**src/logic/por_lvd_defines.vh**
```
// Purpose: shared constants of the reset and low-voltage supervisor
// Assumes: 125 MHz system clock, 32-bit AXI4-Lite data
// Notes: definitions only
`ifndef POR_LVD_DEFINES_VH
`define POR_LVD_DEFINES_VH

// ----------------------------------------
// Timing
// ----------------------------------------
`define CLK_PERIOD_NS 8
`define PIN_FILTER_NS 100
// Least time, so round up
`define PIN_FILTER_CYCLES ((`PIN_FILTER_NS + `CLK_PERIOD_NS - 1) / `CLK_PERIOD_NS)
`define PRESCALE_CYCLES 131072

// ----------------------------------------
// Register map (byte addresses)
// ----------------------------------------
`define ADDR_W 8
`define OFF_CTRL 8'h00
`define OFF_STAT 8'h04
`define OFF_EVT 8'h08
`define OFF_MASK 8'h0c
`define OFF_LEVEL 8'h10

// Control fields
`define CTL_RISE_EN 0
`define CTL_FALL_EN 1
`define CTL_RST_EN 2
`define CTL_LVL_SEL 3
`define CTL_DET_EN 4

// Status fields, bits 7 to 2 read as one
`define STA_RISE 0
`define STA_FALL 1
`define STA_RSVD 6'h3f

// Event bits of interrupt status and mask
`define EVT_W 4
`define EVT_FALL 0
`define EVT_RISE 1
`define EVT_LOWVOLT_RESET_FUNCTION 2
`define EVT_OVF 3

// Synchronised input slots
`define IN_PIN 0
`define IN_BELOW_RST 1
`define IN_BELOW_FALL 2
`define IN_ABOVE_RISE 3
`define IN_N 4

// Reset sequencer states, one-hot
`define ST_HOLD 3'h1
`define ST_COUNT 3'h2
`define ST_RUN 3'h4
`define ST_RUN_B 2

// AXI responses
`define RESP_OKAY 2'h0
`define RESP_SLVERR 2'h2

`endif

```
**src/logic/input_filter.v**
```verilog
// Purpose: three-stage synchroniser with a stable-time filter
// Assumes: input is asynchronous to clk_in
// Notes: a new level is accepted after FILTER_CYCLES agreeing cycles
`timescale 1ns/1ns
module input_filter #(
  parameter integer FILTER_CYCLES = 1
)(
  // Clock and reset
  input wire clk_in,
  input wire resetn_in,
  // Raw and cleaned level
  input wire raw_in,
  output wire clean_out
);

localparam integer CNT_W = (FILTER_CYCLES > 1) ? $clog2(FILTER_CYCLES) + 1 : 1;
localparam integer LAST_I = (FILTER_CYCLES > 1) ? FILTER_CYCLES - 1 : 0;

reg s1_r;
reg s2_r;
reg s3_r;
reg clean_r;
reg [CNT_W-1:0] cnt_r;
reg [CNT_W-1:0] cnt_nxt;
reg clean_nxt;

// ----------------------------------------
// Synchroniser
// ----------------------------------------
always @(posedge clk_in or negedge resetn_in)
begin
  if (!resetn_in)
  begin
    s1_r <= 1'b0;
    s2_r <= 1'b0;
    s3_r <= 1'b0;
  end
  else
  begin
    s1_r <= raw_in;
    s2_r <= s1_r;
    s3_r <= s2_r;
  end
end

// ----------------------------------------
// Filter
// ----------------------------------------
// Any disagreement or return to the old level restarts the wait
always @*
begin
  cnt_nxt = {CNT_W{1'b0}};
  clean_nxt = clean_r;
  if ((s2_r == s3_r) && (s3_r != clean_r))
  begin
    if (cnt_r == LAST_I[CNT_W-1:0])
      clean_nxt = s3_r;
    else
      cnt_nxt = cnt_r + 1'b1;
  end
end

always @(posedge clk_in or negedge resetn_in)
begin
  if (!resetn_in)
  begin
    cnt_r <= {CNT_W{1'b0}};
    clean_r <= 1'b0;
  end
  else
  begin
    cnt_r <= cnt_nxt;
    clean_r <= clean_nxt;
  end
end

assign clean_out = clean_r;

endmodule

```
**src/logic/por_and_low_voltage_detect.v**
```verilog
// Purpose: power-on reset sequencing and low-voltage detect logic
// Assumes: comparators, thresholds and regulator are analog, outside
// Notes: registers on AXI4-Lite, single clock clk_in
//
// Notes on behaviour
// RULE1: Reset pin low holds prescaler and chip in reset; high starts counting.
// RULE2: Internal reset stays until prescaler counts 131072 clocks, overflow releases.
// RULE3: Reset pin pulses shorter than about 100 ns are ignored.
// RULE4: After power-on reset the detector stays disabled until software enables it.
// RULE5: Software enables detector, waits 50 us, then sets reset enable.
// RULE6: Software clears reset enable before detector enable, never together.
// RULE7: Below reset level with reset enabled drives low-voltage reset low.
// RULE8: Supply back above reset level: count 131072 clocks, then release.
// RULE9: Low-voltage reset keeps detector enable, level select, reset enable.
// RULE10: Fall below fall level: interrupt signal low, fall flag, line zero request.
// RULE11: Recovery above rise level: interrupt signal high, rise flag and request.
// RULE12: Below reset level while interrupts run gives low-voltage reset.
// RULE13: On fall interrupt software saves data and enters standby in time.
// RULE14: After 50 us wait software clears both flags, then sets enables.
// RULE15: Software clears reset and interrupt enables before detector enable.
// RULE16: Supply collapse gives full power-on reset regardless of settings.
// RULE17: Flags clear only by writing zero after reading one.
// RULE18: Comparator outputs are synchronised before use.
`timescale 1ns/1ns
`include "por_lvd_defines.vh"
module por_and_low_voltage_detect #(
  parameter integer PRESCALE_CYCLES = `PRESCALE_CYCLES,
  parameter integer FILTER_CYCLES = `PIN_FILTER_CYCLES
)(
  // Clock and supply-collapse reset
  input wire clk_in,
  input wire resetn_in,
  // Pin, comparators, watchdog
  input wire ext_reset_pin_n_in,
  input wire below_reset_level_in,
  input wire below_fall_level_in,
  input wire above_rise_level_in,
  input wire watchdog_reset_in,
  // AXI4-Lite write
  input wire [`ADDR_W-1:0] s_axi_awaddr_in,
  input wire s_axi_awvalid_in,
  output wire s_axi_awready_out,
  input wire [31:0] s_axi_wdata_in,
  input wire [3:0] s_axi_wstrb_in,
  input wire s_axi_wvalid_in,
  output wire s_axi_wready_out,
  output wire [1:0] s_axi_bresp_out,
  output wire s_axi_bvalid_out,
  input wire s_axi_bready_in,
  // AXI4-Lite read
  input wire [`ADDR_W-1:0] s_axi_araddr_in,
  input wire s_axi_arvalid_in,
  output wire s_axi_arready_out,
  output wire [31:0] s_axi_rdata_out,
  output wire [1:0] s_axi_rresp_out,
  output wire s_axi_rvalid_out,
  input wire s_axi_rready_in,
  // Reset and detector outputs
  output wire internal_reset_n_out,
  output wire prescaler_overflow_out,
  output wire lowvolt_reset_n_out,
  output wire lowvolt_int_n_out,
  output wire ext_irq_line_zero_out,
  output wire detector_enable_out,
  output wire reset_level_select_out,
  output wire irq_out
);

localparam integer CNT_W = $clog2(PRESCALE_CYCLES) + 1;
localparam integer LAST_I = PRESCALE_CYCLES - 1;

function mapped;
  input [`ADDR_W-1:0] a;
  reg [`ADDR_W-1:0] w;
  begin
    w = {a[`ADDR_W-1:2], 2'b00};
    mapped = (w == `OFF_CTRL) || (w == `OFF_STAT) || (w == `OFF_EVT) ||
      (w == `OFF_MASK) || (w == `OFF_LEVEL);
  end
endfunction

// ----------------------------------------
// Input conditioning
// ----------------------------------------
wire [`IN_N-1:0] raw_w;
wire [`IN_N-1:0] clean_w;

assign raw_w[`IN_PIN] = ext_reset_pin_n_in;
assign raw_w[`IN_BELOW_RST] = below_reset_level_in;
assign raw_w[`IN_BELOW_FALL] = below_fall_level_in;
assign raw_w[`IN_ABOVE_RISE] = above_rise_level_in;

// Only the pin needs the long filter; comparators just synchronise
genvar gi;
generate
  for (gi = 0; gi < `IN_N; gi = gi + 1)
  begin : g_in
    input_filter #(
      .FILTER_CYCLES((gi == `IN_PIN) ? FILTER_CYCLES : 1)
    ) u_filt (
      .clk_in(clk_in),
      .resetn_in(resetn_in),
      .raw_in(raw_w[gi]),
      .clean_out(clean_w[gi])
    ); // [RULE3] [RULE18]
  end
endgenerate

wire pin_high_w = clean_w[`IN_PIN];
wire below_rst_w = clean_w[`IN_BELOW_RST];
wire below_fall_w = clean_w[`IN_BELOW_FALL];
wire above_rise_w = clean_w[`IN_ABOVE_RISE];

// ----------------------------------------
// Control bits
// ----------------------------------------
reg det_en_r;
reg lvl_sel_r;
reg rst_en_r;
reg fall_en_r;
reg rise_en_r;

// Power-on and watchdog resets reinitialise; low-voltage reset does not
wire por_hold_w = !pin_high_w | watchdog_reset_in; // [RULE1] [RULE9]
wire irq_func_w = det_en_r & (fall_en_r | rise_en_r);
wire lowvolt_reset_function_trip_w = det_en_r & below_rst_w & (rst_en_r | irq_func_w); // [RULE7] [RULE12]
wire hold_w = por_hold_w | lowvolt_reset_function_trip_w;

// ----------------------------------------
// AXI4-Lite slave
// ----------------------------------------
reg aw_hold_r;
reg [`ADDR_W-1:0] aw_addr_r;
reg w_hold_r;
reg [31:0] w_data_r;
reg [3:0] w_strb_r;
reg bvalid_r;
reg [1:0] bresp_r;
reg rvalid_r;
reg [31:0] rdata_r;
reg [1:0] rresp_r;

wire wr_go_w = aw_hold_r & w_hold_r & !bvalid_r;
wire rd_go_w = s_axi_arvalid_in & !rvalid_r;
wire [`ADDR_W-1:0] wa_w = {aw_addr_r[`ADDR_W-1:2], 2'b00};
wire [`ADDR_W-1:0] ra_w = {s_axi_araddr_in[`ADDR_W-1:2], 2'b00};
wire wr_lo_w = wr_go_w & w_strb_r[0];
wire wr_ctrl_w = wr_lo_w & (wa_w == `OFF_CTRL);
wire wr_stat_w = wr_lo_w & (wa_w == `OFF_STAT);
wire wr_evt_w = wr_lo_w & (wa_w == `OFF_EVT);
wire wr_mask_w = wr_lo_w & (wa_w == `OFF_MASK);
wire rd_stat_w = rd_go_w & (ra_w == `OFF_STAT);

always @(posedge clk_in or negedge resetn_in)
begin
  if (!resetn_in)
  begin
    aw_hold_r <= 1'b0;
    aw_addr_r <= {`ADDR_W{1'b0}};
    w_hold_r <= 1'b0;
    w_data_r <= 32'h0;
    w_strb_r <= 4'h0;
    bvalid_r <= 1'b0;
    bresp_r <= `RESP_OKAY;
  end
  else
  begin
    if (s_axi_awvalid_in && !aw_hold_r)
    begin
      aw_hold_r <= 1'b1;
      aw_addr_r <= s_axi_awaddr_in;
    end
    else if (wr_go_w)
      aw_hold_r <= 1'b0;
    if (s_axi_wvalid_in && !w_hold_r)
    begin
      w_hold_r <= 1'b1;
      w_data_r <= s_axi_wdata_in;
      w_strb_r <= s_axi_wstrb_in;
    end
    else if (wr_go_w)
      w_hold_r <= 1'b0;
    if (wr_go_w)
    begin
      bvalid_r <= 1'b1;
      bresp_r <= mapped(aw_addr_r) ? `RESP_OKAY : `RESP_SLVERR;
    end
    else if (s_axi_bready_in)
      bvalid_r <= 1'b0;
  end
end

assign s_axi_awready_out = !aw_hold_r;
assign s_axi_wready_out = !w_hold_r;
assign s_axi_bvalid_out = bvalid_r;
assign s_axi_bresp_out = bresp_r;

always @(posedge clk_in or negedge resetn_in)
begin
  if (!resetn_in)
  begin
    det_en_r <= 1'b0;
    lvl_sel_r <= 1'b0;
    rst_en_r <= 1'b0;
    fall_en_r <= 1'b0;
    rise_en_r <= 1'b0;
  end
  else if (por_hold_w)
  begin
    // Detector sits in standby after power-on reset
    det_en_r <= 1'b0; // [RULE4] [RULE16]
    lvl_sel_r <= 1'b0;
    rst_en_r <= 1'b0;
    fall_en_r <= 1'b0;
    rise_en_r <= 1'b0;
  end
  else if (wr_ctrl_w)
  begin
    det_en_r <= w_data_r[`CTL_DET_EN];
    lvl_sel_r <= w_data_r[`CTL_LVL_SEL];
    rst_en_r <= w_data_r[`CTL_RST_EN];
    fall_en_r <= w_data_r[`CTL_FALL_EN];
    rise_en_r <= w_data_r[`CTL_RISE_EN];
  end
end

// ----------------------------------------
// Reset sequencer and prescaler
// ----------------------------------------
reg [2:0] state_r;
reg [2:0] state_nxt;
reg [CNT_W-1:0] cnt_r;
reg [CNT_W-1:0] cnt_nxt;
reg ovf_r;
reg ovf_nxt;

always @*
begin
  state_nxt = state_r;
  cnt_nxt = cnt_r;
  ovf_nxt = 1'b0;
  case (state_r)
    `ST_HOLD:
    begin
      cnt_nxt = {CNT_W{1'b0}};
      if (!hold_w)
        state_nxt = `ST_COUNT; // [RULE1]
    end
    `ST_COUNT:
    begin
      if (hold_w)
      begin
        state_nxt = `ST_HOLD;
        cnt_nxt = {CNT_W{1'b0}};
      end
      else if (cnt_r == LAST_I[CNT_W-1:0])
      begin
        ovf_nxt = 1'b1; // [RULE2] [RULE8]
        state_nxt = `ST_RUN;
        cnt_nxt = {CNT_W{1'b0}};
      end
      else
        cnt_nxt = cnt_r + 1'b1;
    end
    `ST_RUN:
    begin
      if (hold_w)
        state_nxt = `ST_HOLD; // [RULE7]
    end
    default:
    begin
      state_nxt = `ST_HOLD;
      cnt_nxt = {CNT_W{1'b0}};
    end
  endcase
end

always @(posedge clk_in or negedge resetn_in)
begin
  if (!resetn_in)
  begin
    state_r <= `ST_HOLD;
    cnt_r <= {CNT_W{1'b0}};
    ovf_r <= 1'b0;
  end
  else
  begin
    state_r <= state_nxt;
    cnt_r <= cnt_nxt;
    ovf_r <= ovf_nxt;
  end
end

// ----------------------------------------
// Detector events and flags
// ----------------------------------------
reg below_fall_d_r;
reg above_rise_d_r;
reg fell_r;
reg lvd_rst_n_r;
reg lvd_int_n_r;
reg fall_flag_r;
reg rise_flag_r;
reg fall_arm_r;
reg rise_arm_r;
reg line0_r;

wire fall_evt_w = det_en_r & below_fall_w & !below_fall_d_r;
// A rise only counts if the reset level was not reached meanwhile
wire rise_evt_w = det_en_r & fell_r & !below_rst_w & above_rise_w & !above_rise_d_r;
wire lowvolt_reset_function_evt_w = lowvolt_reset_function_trip_w & lvd_rst_n_r;
// Writing zero clears only a flag that was read as one
wire fall_clr_w = wr_stat_w & fall_arm_r & !w_data_r[`STA_FALL];
wire rise_clr_w = wr_stat_w & rise_arm_r & !w_data_r[`STA_RISE];

always @(posedge clk_in or negedge resetn_in)
begin
  if (!resetn_in)
  begin
    below_fall_d_r <= 1'b0;
    above_rise_d_r <= 1'b0;
    fell_r <= 1'b0;
    lvd_rst_n_r <= 1'b1;
    lvd_int_n_r <= 1'b1;
    line0_r <= 1'b0;
  end
  else
  begin
    below_fall_d_r <= below_fall_w;
    above_rise_d_r <= above_rise_w;
    lvd_rst_n_r <= !lowvolt_reset_function_trip_w; // [RULE7]
    line0_r <= (fall_evt_w & fall_en_r) | (rise_evt_w & rise_en_r); // [RULE10] [RULE11]
    if (!det_en_r || below_rst_w || rise_evt_w)
      fell_r <= 1'b0;
    else if (fall_evt_w)
      fell_r <= 1'b1;
    if (!det_en_r || rise_evt_w)
      lvd_int_n_r <= 1'b1; // [RULE11]
    else if (fall_evt_w)
      lvd_int_n_r <= 1'b0; // [RULE10]
  end
end

// Flags are cleared by any chip reset, low-voltage reset included
always @(posedge clk_in or negedge resetn_in)
begin
  if (!resetn_in)
  begin
    fall_flag_r <= 1'b0;
    rise_flag_r <= 1'b0;
    fall_arm_r <= 1'b0;
    rise_arm_r <= 1'b0;
  end
  else if (hold_w)
  begin
    fall_flag_r <= 1'b0;
    rise_flag_r <= 1'b0;
    fall_arm_r <= 1'b0;
    rise_arm_r <= 1'b0;
  end
  else
  begin
    if (fall_evt_w)
      fall_flag_r <= 1'b1; // [RULE10]
    else if (fall_clr_w)
      fall_flag_r <= 1'b0; // [RULE17]
    if (rise_evt_w && rise_en_r)
      rise_flag_r <= 1'b1; // [RULE11]
    else if (rise_clr_w)
      rise_flag_r <= 1'b0; // [RULE17]
    if (rd_stat_w && fall_flag_r)
      fall_arm_r <= 1'b1;
    else if (wr_stat_w)
      fall_arm_r <= 1'b0;
    if (rd_stat_w && rise_flag_r)
      rise_arm_r <= 1'b1;
    else if (wr_stat_w)
      rise_arm_r <= 1'b0;
  end
end

// ----------------------------------------
// Interrupt status and mask
// ----------------------------------------
reg [`EVT_W-1:0] evt_r;
reg [`EVT_W-1:0] mask_r;
reg [`EVT_W-1:0] evt_set_w;

always @*
begin
  evt_set_w = {`EVT_W{1'b0}};
  evt_set_w[`EVT_FALL] = fall_evt_w;
  evt_set_w[`EVT_RISE] = rise_evt_w;
  evt_set_w[`EVT_LOWVOLT_RESET_FUNCTION] = lowvolt_reset_function_evt_w;
  evt_set_w[`EVT_OVF] = ovf_r;
end

// Kept through low-voltage reset so software can see its cause
always @(posedge clk_in or negedge resetn_in)
begin
  if (!resetn_in)
  begin
    evt_r <= {`EVT_W{1'b0}};
    mask_r <= {`EVT_W{1'b0}};
  end
  else if (por_hold_w)
  begin
    evt_r <= {`EVT_W{1'b0}};
    mask_r <= {`EVT_W{1'b0}};
  end
  else
  begin
    // Set wins over a same-cycle clear
    evt_r <= (evt_r & ~(wr_evt_w ? w_data_r[`EVT_W-1:0] : {`EVT_W{1'b0}})) | evt_set_w;
    if (wr_mask_w)
      mask_r <= w_data_r[`EVT_W-1:0];
  end
end

// ----------------------------------------
// Read path
// ----------------------------------------
reg [31:0] rd_mux_w;

always @*
begin
  rd_mux_w = 32'h0;
  case (ra_w)
    `OFF_CTRL:
    begin
      rd_mux_w[`CTL_DET_EN] = det_en_r;
      rd_mux_w[`CTL_LVL_SEL] = lvl_sel_r;
      rd_mux_w[`CTL_RST_EN] = rst_en_r;
      rd_mux_w[`CTL_FALL_EN] = fall_en_r;
      rd_mux_w[`CTL_RISE_EN] = rise_en_r;
    end
    `OFF_STAT:
      rd_mux_w[7:0] = {`STA_RSVD, fall_flag_r, rise_flag_r};
    `OFF_EVT:
      rd_mux_w[`EVT_W-1:0] = evt_r;
    `OFF_MASK:
      rd_mux_w[`EVT_W-1:0] = mask_r;
    `OFF_LEVEL:
      rd_mux_w[6:0] = {state_r[`ST_RUN_B], lvd_rst_n_r, lvd_int_n_r,
        above_rise_w, below_fall_w, below_rst_w, pin_high_w};
    default:
      rd_mux_w = 32'h0;
  endcase
end

always @(posedge clk_in or negedge resetn_in)
begin
  if (!resetn_in)
  begin
    rvalid_r <= 1'b0;
    rdata_r <= 32'h0;
    rresp_r <= `RESP_OKAY;
  end
  else if (rd_go_w)
  begin
    rvalid_r <= 1'b1;
    rdata_r <= rd_mux_w;
    rresp_r <= mapped(s_axi_araddr_in) ? `RESP_OKAY : `RESP_SLVERR;
  end
  else if (s_axi_rready_in)
    rvalid_r <= 1'b0;
end

assign s_axi_arready_out = !rvalid_r;
assign s_axi_rvalid_out = rvalid_r;
assign s_axi_rdata_out = rdata_r;
assign s_axi_rresp_out = rresp_r;

// ----------------------------------------
// Outputs
// ----------------------------------------
assign internal_reset_n_out = state_r[`ST_RUN_B];
assign prescaler_overflow_out = ovf_r;
assign lowvolt_reset_n_out = lvd_rst_n_r;
assign lowvolt_int_n_out = lvd_int_n_r;
assign ext_irq_line_zero_out = line0_r;
assign detector_enable_out = det_en_r;
assign reset_level_select_out = lvl_sel_r;
assign irq_out = |(evt_r & mask_r);

endmodule

```
**config.mk**
```make
export PLATFORM = sky130hd
export DESIGN_NAME = por_and_low_voltage_detect
export DESIGN_NICKNAME = d
export VERILOG_FILES = /design/src/logic/input_filter.v /design/src/logic/por_and_low_voltage_detect.v
export VERILOG_INCLUDE_DIRS = /design/src /design/src/logic
export SDC_FILE = /design/constraint.sdc
export NUM_CORES = 1
export LEC_CHECK = 0
export BUFFER_PORTS_ARGS = -buffer_cell sky130_fd_sc_hd__buf_2
export CELL_PAD_IN_SITES_DETAIL_PLACEMENT = 0
export CELL_PAD_IN_SITES_GLOBAL_PLACEMENT = 1
export CORE_MARGIN = 1
export CORE_UTILIZATION = 30
export CTS_CLUSTER_SIZE = 12
export DETAILED_ROUTE_END_ITERATION = 12
export PLACE_DENSITY_LB_ADDON = 0.12
export SLEW_MARGIN = 20
export SYNTH_ARGS = -nofsm -noshare
export SYNTH_HDL_FRONTEND = slang
export SYNTH_SLANG_ARGS = --single-unit
```
**constraint.sdc**
```tcl
create_clock -name clk_in -period 1.9 [get_ports clk_in]
set_input_delay 0.19 -clock clk_in [delete_from_list [all_inputs] [get_ports clk_in]]
set_output_delay 0.19 -clock clk_in [all_outputs]
set_load 0.005 [all_outputs]
```
Word level (Yosys, flattened, before mapping)
Index checks and enable logic that the tools add are counted.

Output and inout bits: 49. Bits in registers: 99. Word-level logic and storage cells: 231. Bits of input ports: 64.

Equality and inequality tests: 24. Multiplexer cells: 61. Reduce and logical (&&, ||, !) cells: 54. Add/sub/neg operators: 5. Bitwise operators: 37.

Operators with widths (number): $mux 1 (42); $mux 18 (2); $pmux 18 s2 (1); $and 1x1->1 (25); $eq 6x2->1 const B (4); $pmux 4 s5 (1); $add 18x1->18 const B (1); $eq 18x17->1 const B (1); $logic_not 8->1 (2); $mux 4 (4); $reduce_bool 2->1 (8); $eq 6x1->1 const B (2); $eq 6x3->1 const B (2); $logic_not 1->1 (12); $logic_not 6->1 (2); $mux 3 (4); $reduce_bool 3->1 (4); $logic_or 1x1->1 (11); $mux 5 (2); $logic_and 1x1->1 (9); $pmux 3 s3 (1); $and 4x4->4 (2); $reduce_and 2->1 (4); $add 5x1->5 const B (1); 18 further kinds (34).

Depth between registers and ports, before layout
Gate-level depths: netlist of the first run.

Depth after elaboration: 9. Mapped depth: 6. Mapped depth without buffers: 6.

By module
Synthesis of the first run repeated with hierarchy kept, for this count alone.

Cells, all modules: 410. Area, all modules: 4290.4 um^2.

Modules (own cells, without submodules): por_and_low_voltage_detect (area each 3580.9 um^2, seq. area each 1780.5 um^2, instances 1, cells an instance 364); input_filter at g_in[0].u_filt (area each 375.4 um^2, seq. area each 225.2 um^2, instances 1, cells an instance 31); input_filter at g_in[1].u_filt ... (area each 111.4 um^2, seq. area each 100.1 um^2, instances 3, cells an instance 5).

Worst setup path after synthesis of the first run
Ideal clock, no wire load.

Kind: register to register. From: reg rise_en_r. To: reg cnt_r[16]. Buffers on the path: 0. Slack: -0.063 ns. Data required time: 1.817 ns. Cell stages (with the launch flop): 5. Setup time: 0.083 ns. Arrival time: 1.881 ns. Period minus slack after synthesis: 1.963 ns. Cells stage by stage: dfrtp_1 > o311a_4 > or4_4 > or4_1 > o21ai_0.

Word-level cells in the longest chain between the ends: 7.

RTL lines: from (decl) (line por_and_low_voltage_detect.v:121) `reg rise_en_r;`; from (signal assigned) (line por_and_low_voltage_detect.v:223) `` rise_en_r <= w_data_r[`CTL_RISE_EN]; ``; $or 1x1->1 (line por_and_low_voltage_detect.v:125) `wire irq_func_w = det_en_r & (fall_en_r | rise_en_r);`; $and 1x1->1 (line por_and_low_voltage_detect.v:125); $or 1x1->1 (line por_and_low_voltage_detect.v:126) `wire lowvolt_reset_function_trip_w = det_en_r & below_rst_w & (rst_en_r | irq_func_w);`; $and 1x1->1 (line por_and_low_voltage_detect.v:126); $or 1x1->1 (line por_and_low_voltage_detect.v:127) `wire hold_w = por_hold_w | lowvolt_reset_function_trip_w;`; $mux 18 (line por_and_low_voltage_detect.v:251) `if (hold_w)`; $pmux 18 s2 (line por_and_low_voltage_detect.v:242) `case (state_r)`; to (signal assigned) (line por_and_low_voltage_detect.v:283) `cnt_r <= {CNT_W{1'b0}};`; to (signal assigned) (line por_and_low_voltage_detect.v:289) `cnt_r <= cnt_nxt;`; to (decl) (line por_and_low_voltage_detect.v:232) `reg [CNT_W-1:0] cnt_r;`.

No other way between the ends. A chain may end at the register's enable or synchronous reset.

Worst setup path after layout of the first run
Same ends and word-level chain as after synthesis.

==> results of run 1 <==
[registers in the layout (all words and copies together), names as in the netlist, 3 cells and up]
register	cells
g_in.u_filt.cnt_r	5
w_data_r	5
aw_addr_r	6
g_in.u_filt.s1_r	4
state_r	3
evt_r	4
mask_r	4
g_in.u_filt.clean_out	4
g_in.u_filt.s3_r	4
g_in.u_filt.s2_r	4
cnt_r	18
s_axi_rdata_out	8
[through the flow]
step                setup slack [ns]  cells  utilization
finish                       0.00440    681        0.381
global route                 -0.0165    681        0.381
CTS                          0.00483    681        0.381
detailed placement            0.0258    660        0.355
global placement              0.0333    660        0.355
floorplan                     0.0508    424            -
[power by group]
| group | switching [uW] | total (uW) | internal [uW] |
|---|---|---|---|
| Clock | 790 | 1850 | 1060 |
| Sequential | 206 | 2390 | 2180 |
| Combinational | 321 | 660 | 339 |
| Total | 1320 | 4900 | 3580 |
[worst max-delay path by stage]
stage | start | to | slack (ns) | cells after the start
finish | rise_en_r | cnt_r[16] | 0.004 | 4
global route | rise_en_r | cnt_r[16] | -0.02 | 4
CTS | rst_en_r | cnt_r[16] | 0.005 | 4
detailed placement | rst_en_r | cnt_r[16] | 0.03 | 4
global placement | rst_en_r | cnt_r[16] | 0.03 | 4
floorplan | rst_en_r | cnt_r[16] | 0.05 | 4
[kinds of logic (layout without fill, tap and decap cells)]
kind of cell | Yosys count | count (layout) | synth area share
muxes | 22 | 22 | 0.0561
other | 1 | 26 | 0.000880
and+or+nand+nor | 133 | 133 | 0.172
DFF | 92 | 92 | 0.541
buffers and inverters | 53 | 130 | 0.0699
AOI/OAI and AO/OA | 85 | 85 | 0.129
adders and majority gates | 6 | 6 | 0.0159
xor gates and xnor gates | 7 | 7 | 0.0144
[routing by layer]
metal / up-vias / part of all wire
li1: 1575 / -
met1: 1603 / 0.48
met2: 67 / 0.47
met3: 8 / 0.043
met4: 0 / 0.012
met5: - / 0
[cells in the final DEF (no fill, tap or decap), drive strengths merged, types with 5 or more instances in the layout]
cell type | synthesis | routed
nand2 | 24 | 24
buf | 29 | 95
nor2b | 10 | 10
nor2 | 27 | 27
dlygate4sd3 | 0 | 5
clkbuf | 10 | 11
xor2 | 5 | 5
conb | 1 | 26
mux2 | 15 | 15
inv | 14 | 15
and3 | 6 | 6
a31oi | 6 | 6
nand2b | 7 | 7
a22oi | 12 | 12
or4 | 6 | 6
nand4 | 13 | 13
a21oi | 18 | 18
o21ai | 26 | 26
nand3 | 16 | 16
mux2i | 7 | 7
dfrtp | 89 | 89
[area by class of cell]
cell class	instances	share of cell area
clock inverter	5	0.0114
tap	180	0.0426
timing repair buffer	100	0.123
sequential	92	0.436
inverter	14	0.00993
multi-input combinational	279	0.332
clock buffer	11	0.0459
[what timing repair did]
action	CTS	global route
gates resized for setup	0	3
hold buffers	5	0
endpoints found under the setup margin	0	3
hold endpoints to repair	22	0
==> impl_metrics.csv, run 1 <==
group,metric,value,unit
logic_synthesis,synth_common_cells,"89 x dfrtp_1, 27 x nor2_1, 26 x buf_4, 25 x o21ai_0, 24 x nand2_1",
final_layout,final_nets,563,
logic_synthesis,synth_cells,399,
final_layout,stdcell_area,5290,sq um
cts,cts.htree.levels,3,
final_layout,layout-drive-gt1-share,0.273,
grt,gr-usage-met2,0.236,
grt,use_met3,0.0465,
logic_synthesis,avgSynthCellArea,10.7,sq um
route,routed_wl,10100,microns
sta,hold_slack,0.0240,ns
sta,setup_violations,0,
final_layout,area_growth,24.2,%
floorplanning,start_util,0.307,
logic_synthesis,yosys_warnings,0,
sta,finalCriticalPeriod,1.90,ns
placed_design,port-buffer-count,52,
sta,skew,0.00639,ns
cts,clk_path_buf_depth,2,
setup_path,cp-end-kind,"flip-flop",
floorplanning,dieArea,14700,sq um
cts,clkSinkCount,92,
cts,root_buffer,"clkbuf_16",
hold_path,hold_depth,2,
power,power.leakage,0.00240,uW
placed_design,placed_cell_area,4930,sq um
power,ir_worst_vdd,387,uV
setup_path,slowest_delay,0.50,ns
setup_path,critPathKind,"flip-flop to flip-flop",
grt,track_usage,0.151,
logic_synthesis,ys_types,56,
cts,post_cts.repair.setup_buffers,0,
sta,tns,0,ns
hold_path,hold_end,"s_axi_rvalid_out",
logic_synthesis,synth_top_area_share,0.523,
sta,finalHoldViolCount,0,
logic_synthesis,synth_edf_count,0,
cts,insertion_delay,0.35,ns
floorplanning,ios,113,
setup_path,reg2reg_from,"rise_en_r",
grt,grt_pass1_vias,3214,
floorplanning,core,13900,sq um
placed_design,place_congestion,0.761,
grt,grt_pass1_wl,16800,microns
route,wire_per_inst,14.9,microns
grt,overflow,0,
sta,rsz0062_at_grt,"true",
logic_synthesis,synth.cell_area,4260,sq um
grt,antenna_found_initial,0,
route,drtIter0Drc,228,
final_layout,seqCellArea,2310,sq um
logic_synthesis,synth_ff_type,"dfrtp_1",
setup_path,cp.arrival,2.17,ns
logic_synthesis,seq_area_frac_synth,0.541,
setup_path,crit_buf_inv,0,
setup_path,worst-path-max-fanout,3,
logic_synthesis,ys_ff_latch,92,
run_status,status,"complete, but fails checks",
setup_path,reg2reg_to,"cnt_r[16]",
hold_path,hp-start,"s_axi_rready_in",
floorplanning,dieWidth,121,microns
final_layout,diodes,0,
route,num_vias,3253,
power,p_per_area,926,nW/um^2
logic_synthesis,async_flop_share,1.00,
run_status,violations,"design-rule violations",
cts,tritoncts,"done",
placed_design,dpl.hpwl,7320,microns
logic_synthesis,yosysMostFrequentCell,"dfrtp_1",
floorplanning,fp-row-count,43,
power,power,4900,uW
floorplanning,die_h,121,microns
setup_path,critical-path-top-delay-family,"simple AND/OR/NAND/NOR gates",
logic_synthesis,yosysTopAreaCell,"dfrtp_1",
setup_path,required,2.17,ns
final_layout,fillers,1412,
setup_path,r2r_setup_slack,0.004,ns
route,postRouteAntennaNets,0,
route,via_per_inst,4.78,
setup_path,reg2reg_depth,4,
setup_path,crit_slowest_cell,"or4_1",
route,drtPass1Iterations,9,
hold_path,hp-class,"primary input to flip-flop",
cts,clk_pin_slew,0.07,ns
grt,grt_max_degree,41,
route,drc,2,
grt,grt_use_met1,0.197,
grt,busiest_layer,"met2",
sta,min_period_over_period,0.998,
setup_path,startpoint_type,"flip-flop",
sta,slew_viol_final,0,
sta,max_freq,528,MHz
cts,cts_made_buffers,9,
final_layout,multi_input_area,1760,sq um
logic_synthesis,synthTopCellsByArea,"dfrtp_1 52%, buf_4 4.6%, mux2_2 4.0%",
setup_path,crit_chain,"o311a_4 > or4_4 > or4_1 > o21ai_1",
run,drv_cap,0,
Power figures use the tool's default switching activity.
==> run 2: changes to the inputs <==
--- a/config.mk
+++ b/config.mk
@@ -11,6 +11,7 @@
 export CELL_PAD_IN_SITES_GLOBAL_PLACEMENT = 1
 export CORE_MARGIN = 1
 export CORE_UTILIZATION = 30
+export CTS_BUF_LIST = sky130_fd_sc_hd__clkbuf_4 sky130_fd_sc_hd__clkbuf_8 sky130_fd_sc_hd__clkbuf_16
 export CTS_CLUSTER_SIZE = 12
 export DETAILED_ROUTE_END_ITERATION = 12
 export PLACE_DENSITY_LB_ADDON = 0.12
==> run 2 against run 1 <==
The flow still finishes with violations (design-rule violations). Cell count unchanged. Sequential cell count stayed put. Worst setup slack hardly changed. Global-route usage stayed put. Non-clock buffer count unchanged. Largest cell class unchanged. Clock power barely moved. Core utilization about the same. Sequential share of layout area hardly changed. Critical endpoint unchanged. Design area hardly changed. Clock skew hardly changed. Die area stayed put.
==> impl_metrics.csv, run 2 (synthesis results as in run 1) <==
group,metric,value,unit
sta,slew_viol_final,0,
floorplanning,ios,113,
cts,insertion_delay,0.35,ns
hold_path,hold_end,"s_axi_rvalid_out",
route,num_vias,3259,
sta,setup_ws,0.00451,ns
floorplanning,fp-row-count,43,
floorplanning,die_h,121,microns
setup_path,critPathKind,"flip-flop to flip-flop",
grt,overflow,0,
grt,track_usage,0.151,
route,drtIter0Drc,228,
sta,setup_violations,0,
final_layout,area_growth,24.3,%
route,drc,2,
sta,finalCriticalPeriod,1.90,ns
final_layout,final_nets,563,
route,routed_wl,10100,microns
cts,clk_path_buf_depth,2,
setup_path,crit_slowest_cell,"or4_1",
final_layout,largest_reg_flops,18,
sta,rsz0062_at_grt,"true",
route,drtPass1Iterations,9,
power,power.leakage,0.00240,uW
placed_design,dpl.hpwl,7320,microns
cts,cts_made_buffers,9,
run_status,violations,"design-rule violations",
setup_path,slowest_delay,0.50,ns
setup_path,crit_chain,"o311a_4 > or4_4 > or4_1 > o21ai_1",
setup_path,reg2reg_depth,4,
cts,tritoncts,"done",
setup_path,worst-path-max-fanout,3,
floorplanning,core,13900,sq um
hold_path,hp-start,"s_axi_rready_in",
route,wire_per_inst,14.9,microns
floorplanning,dieArea,14700,sq um
final_layout,layout_commonest_cell,"dfrtp_1",
setup_path,reg2reg_from,"rise_en_r",
setup_path,r2r_setup_slack,0.005,ns
floorplanning,start_util,0.307,
power,ir_worst_vdd,387,uV
route,postRouteAntennaNets,0,
cts,clk_pin_slew,0.07,ns
placed_design,placed_cell_area,4930,sq um
floorplanning,dieWidth,121,microns
route,via_per_inst,4.79,
grt,antenna_found_initial,0,
cts,cts.htree.levels,3,
power,p_per_area,928,nW/um^2
hold_path,hold_depth,2,
placed_design,dp.cells,660,
grt,grt_pass1_wl,16800,microns
sta,hold_slack,0.0240,ns
run,drv_cap,0,
cts,clkSinkCount,92,
final_layout,seqCellArea,2310,sq um
sta,finalHoldViolCount,0,
placed_design,port-buffer-count,52,
final_layout,final_cell_mix,"89 x dfrtp_1, 51 x buf_2, 43 x buf_4",
sta,min_period_over_period,0.998,
placed_design,place_ws,0.0258,ns
run_status,status,"complete, but fails checks",
final_layout,stdcell_area,5290,sq um
hold_path,hp-class,"primary input to flip-flop",
final_layout,final_cells,681,
sta,max_freq,528,MHz
setup_path,startpoint_type,"flip-flop",
sta,skew,0.00639,ns
setup_path,reg2reg_to,"cnt_r[16]",
grt,grt_pass1_vias,3214,
cts,root_buffer,"clkbuf_16",
final_layout,fillers,1413,
placed_design,place_congestion,0.761,
setup_path,cp.arrival,2.17,ns
final_layout,multi_input_area,1760,sq um
final_layout,diodes,0,
final_layout,layout-drive-gt1-share,0.275,
setup_path,critPathLaunch,"rise_en_r",
setup_path,required,2.17,ns
final_layout,fin_util,0.381,
setup_path,cp-end-kind,"flip-flop",
grt,grt_max_degree,41,
final_layout,largest_register,"cnt_r",
==> run 2: cell counts in the layout (fill, tap and decap cells not counted) <==
Identical to the previous run, type by type.
==> run 2: worst max path at each step <==
stage	endpoint	cells past startpoint
floorplan	cnt_r[16]	4
global placement	cnt_r[16]	4
finish	cnt_r[16]	4
detailed placement	cnt_r[16]	4
CTS	cnt_r[16]	4
global route	cnt_r[16]	4
==> run 2: critical path: cells and delay by family, from the launching register on <==
family / cells / cell delay [ns]
DFF: 1 / 0.40
AOI/OAI and AO/OA: 2 / 0.50
and+or+nand+nor: 2 / 0.92
==> run 2: area by class of cell <==
| class | instances | area share |
|---|---|---|
| multi-input cells | 279 | 0.332 |
| inverters | 14 | 0.00993 |
| clock inverters | 5 | 0.0113 |
| clock buffers | 11 | 0.0466 |
| well taps | 180 | 0.0425 |
| flip-flops and latches | 92 | 0.436 |
| repair buffers | 100 | 0.122 |
==> run 2: per-layer routing <==
layer / GRT usage / vias up / part of all wire
met5: 0 / - / 0
met4: 0.0486 / 0 / 0.012
met3: 0.0465 / 8 / 0.043
met2: 0.236 / 69 / 0.47
met1: 0.197 / 1607 / 0.48
li1: - / 1575 / -
==> run 2: where the power goes <==
part	internal (uW)	switching (uW)	leakage (uW)
Combinational	339	321	0.00107
Sequential	2180	205	0.00118
Clock	1080	790	0.000150
==> run 2: repair_timing <==
action / 4_1_cts / 5_1_grt
setup endpoints to repair: 0 / 3
hold buffers: 5 / 0
setup buffers: 0 / 0
endpoints found under the hold margin: 22 / 0
resized for setup: 0 / 3
==> run 2: metrics by stage <==
step                TNS (ns)  power (uW)
floorplan                  0        2790
global placement           0        3060
detailed placement         0        3080
CTS                        0        5000
global route         -0.0165        5190
finish                     0        4910
==> run 3: changes to the inputs <==
--- a/config.mk
+++ b/config.mk
@@ -6,9 +6,11 @@
 export SDC_FILE = /design/constraint.sdc
 export NUM_CORES = 1
 export LEC_CHECK = 0
+export ABC_AREA = 1
 export BUFFER_PORTS_ARGS = -buffer_cell sky130_fd_sc_hd__buf_2
 export CELL_PAD_IN_SITES_DETAIL_PLACEMENT = 0
 export CELL_PAD_IN_SITES_GLOBAL_PLACEMENT = 1
+export CORE_ASPECT_RATIO = 1.5
 export CORE_MARGIN = 1
 export CORE_UTILIZATION = 30
 export CTS_BUF_LIST = sky130_fd_sc_hd__clkbuf_4 sky130_fd_sc_hd__clkbuf_8 sky130_fd_sc_hd__clkbuf_16
==> run 3 against run 2 <==
The flow now finishes without violations. Worst hold slack improved by 0.0053 ns. Design area decreased by 0.40%. Cell count is 15% higher. Clock-buffer cell count fell by 1. Worst setup slack better by 0.20 ns. Sequential cell count did not move. Via count grew 5.6%. Die area grew 5.2%. Critical endpoint is now cnt_r[15]. Highest routed layer unchanged.
==> impl_metrics.csv, run 3 <==
group,metric,value,unit
run_status,status,"finished clean",
floorplanning,die_h,152,microns
placed_design,place_ws,0.176,ns
route,drc,0,
final_layout,stdcell_area,5270,sq um
run,drv_cap,0,
logic_synthesis,synth_edf_count,0,
final_layout,final_cell_mix,"95 x nand2_1, 89 x dfrtp_1, 58 x inv_1",
route,via_per_inst,4.40,
cts,insertion_delay,0.34,ns
setup_path,cp.arrival,1.91,ns
power,p_per_area,897,nW/um^2
grt,grt_pass1_wl,17100,microns
final_layout,final_nets,647,
setup_path,startpoint_type,"flip-flop",
logic_synthesis,synth.cell_area,4480,sq um
final_layout,diodes,0,
placed_design,port-buffer-count,52,
power,seqPwrFrac,0.491,
placed_design,place_congestion,0.781,
cts,root_buffer,"clkbuf_16",
sta,slew_viol_final,0,
route,wire_per_inst,13.4,microns
placed_design,dpl.hpwl,7930,microns
logic_synthesis,async_flop_share,1.00,
cts,cts.htree.levels,3,
sta,finalCriticalPeriod,1.70,ns
power,power.leakage,0.00247,uW
setup_path,required,2.12,ns
setup_path,r2r_setup_slack,0.20,ns
final_layout,layout_commonest_cell,"nand2_1",
grt,track_usage,0.147,
final_layout,layout-drive-gt1-share,0.224,
route,num_vias,3440,
cts,cts_made_buffers,9,
logic_synthesis,seq_area_frac_synth,0.514,
final_layout,largest_reg_flops,18,
floorplanning,core,14600,sq um
power,swShare,0.287,
sta,min_period_over_period,0.893,
setup_path,critPathKind,"flip-flop to flip-flop",
logic_synthesis,synth_cells,509,
power,p_int,3370,uW
logic_synthesis,yosys_warnings,0,
power,combPwrFrac,0.131,
route,drtPass1Iterations,4,
sta,tns,0,ns
power,power_frac_clock,0.379,
power,ir_worst_vdd,483,uV
logic_synthesis,yosysTopAreaCell,"dfrtp_1",
sta,finalHoldViolCount,0,
final_layout,largest_register,"cnt_r",
logic_synthesis,synth_common_cells,"95 x nand2_1, 89 x dfrtp_1, 58 x inv_1, 54 x nor2_1, 31 x nand3_1",
hold_path,hp-class,"primary input to flip-flop",
grt,grt_max_degree,37,
floorplanning,ios,113,
floorplanning,fp-row-count,54,
route,drtIter0Drc,95,
cts,post_cts.repair.setup_buffers,0,
route,routed_wl,10500,microns
power,power,4730,uW
logic_synthesis,ys_types,40,
sta,rsz0062_at_grt,"false",
grt,overflow,0,
cts,clk_path_buf_depth,2,
logic_synthesis,yosysMostFrequentCell,"nand2_1",
route,postRouteAntennaNets,0,
sta,skew,0.00790,ns
floorplanning,start_util,0.307,
setup_path,worst-path-max-fanout,11,
sta,setup_ws,0.203,ns
logic_synthesis,ys_ff_latch,92,
placed_design,placed_cell_area,4930,sq um
floorplanning,dieArea,15400,sq um
sta,max_freq,589,MHz
floorplanning,dieWidth,102,microns
power,p_switching,1360,uW
logic_synthesis,avgSynthCellArea,8.81,sq um
final_layout,fin_util,0.361,
logic_synthesis,synthTopCellsByArea,"dfrtp_1 50%, nand2_1 8.0%, inv_1 4.9%",
sta,setup_violations,0,
cts,clkSinkCount,92,
logic_synthesis,synth_top_area_share,0.497,
grt,antenna_found_initial,0,
cts,clk_pin_slew,0.07,ns
setup_path,cp-end-kind,"flip-flop",
logic_synthesis,synth_ff_type,"dfrtp_1",
cts,tritoncts,"done",
grt,grt_pass1_vias,3414,
final_layout,area_growth,17.6,%
-- run 3: cell types whose count changed in the layout (fill, tap and decap cells not counted), moves of 7 or more --
cell,delta
a22oi_1,-11
nand3_1,+15
nor2_1,+27
buf_4,-34
nor2b_1,-10
mux2_2,-7
nand2_1,+71
mux2i_1,-7
inv_2,+9
nand2b_1,-7
inv_1,+44
nor2_2,+16
-- run 3: layout make-up --
cell class                 instances  area (sq um)
clock buffer                      10           239
clock inverter                     6          55.1
fill                            1573          9320
inverter                          67           251
multi-input combinational        344          1780
sequential                        92          2310
tap                              196           245
timing repair buffer              66           393
-- run 3: worst paths after layout --
kind	to	depth (start not counted)	start
worst min-delay path	s_axi_bvalid_out	2	s_axi_bready_in
min in group asynchronous	g_in[0].u_filt.cnt_r[2]	2	resetn_in
worst max register to register	cnt_r[15]	8	cnt_r[0]
max in group asynchronous	lowvolt_int_n_out	3	resetn_in
worst min register to register	g_in[2].u_filt.s2_r	0	g_in[2].u_filt.s1_r
worst max-delay path	cnt_r[15]	8	cnt_r[0]
-- run 3: cells by family after synthesis --
family,Yosys count,synth area share
and+or+nand+nor,237,0.250
adders and majority gates,6,0.0151
other,1,0.000836
xor gates and xnor gates,12,0.0234
DFF,92,0.514
buffers and inverters,98,0.109
AOI/OAI and AO/OA,55,0.0675
muxes,8,0.0201
-- run 3: repair_timing --
action,4_1_cts,5_1_grt
endpoints found under the hold margin,33,0
hold buffers,5,0
gates resized for setup,0,0
-- run 3: power groups by stage --
| stage | sequential [uW] | combinational, uW | clock [uW] |
|---|---|---|---|
| floorplan | 2320 | 425 | 0 |
| global placement | 2360 | 608 | 0 |
| detailed placement | 2360 | 624 | 0 |
| CTS | 2330 | 636 | 1860 |
| global route | 2350 | 717 | 1930 |
| finish | 2320 | 618 | 1790 |
-- run 3: worst max-delay path, cell delays in order, from the launching register on --
cell and delay, ns:
dfrtp_1 0.39, ha_1 0.21, nand3_1 0.14, nor2_1 0.16, nand3_2 0.10, nand2_2 0.13
nand2_2 0.09, inv_2 0.27, nor2_1 0.09
-- run 3: routing by layer --
| layer | up-vias | track usage | wire length [microns] |
|---|---|---|---|
| met5 | - | 0 | 0 |
| met1 | 1646 | 0.171 | 4470 |
| met4 | 0 | 0.0493 | 130 |
| li1 | 1727 | - | - |
| met3 | 7 | 0.0275 | 289 |
| met2 | 60 | 0.266 | 5580 |
-- run 3: metrics by stage --
step / std cells / hold WS, ns
2_1_floorplan: 534 / -0.106
3_3_place_gp: 760 / 0.160
3_5_place_dp: 760 / 0.160
4_1_cts: 781 / 0.0135
5_1_grt: 781 / 0.0217
6_report: 781 / 0.0294
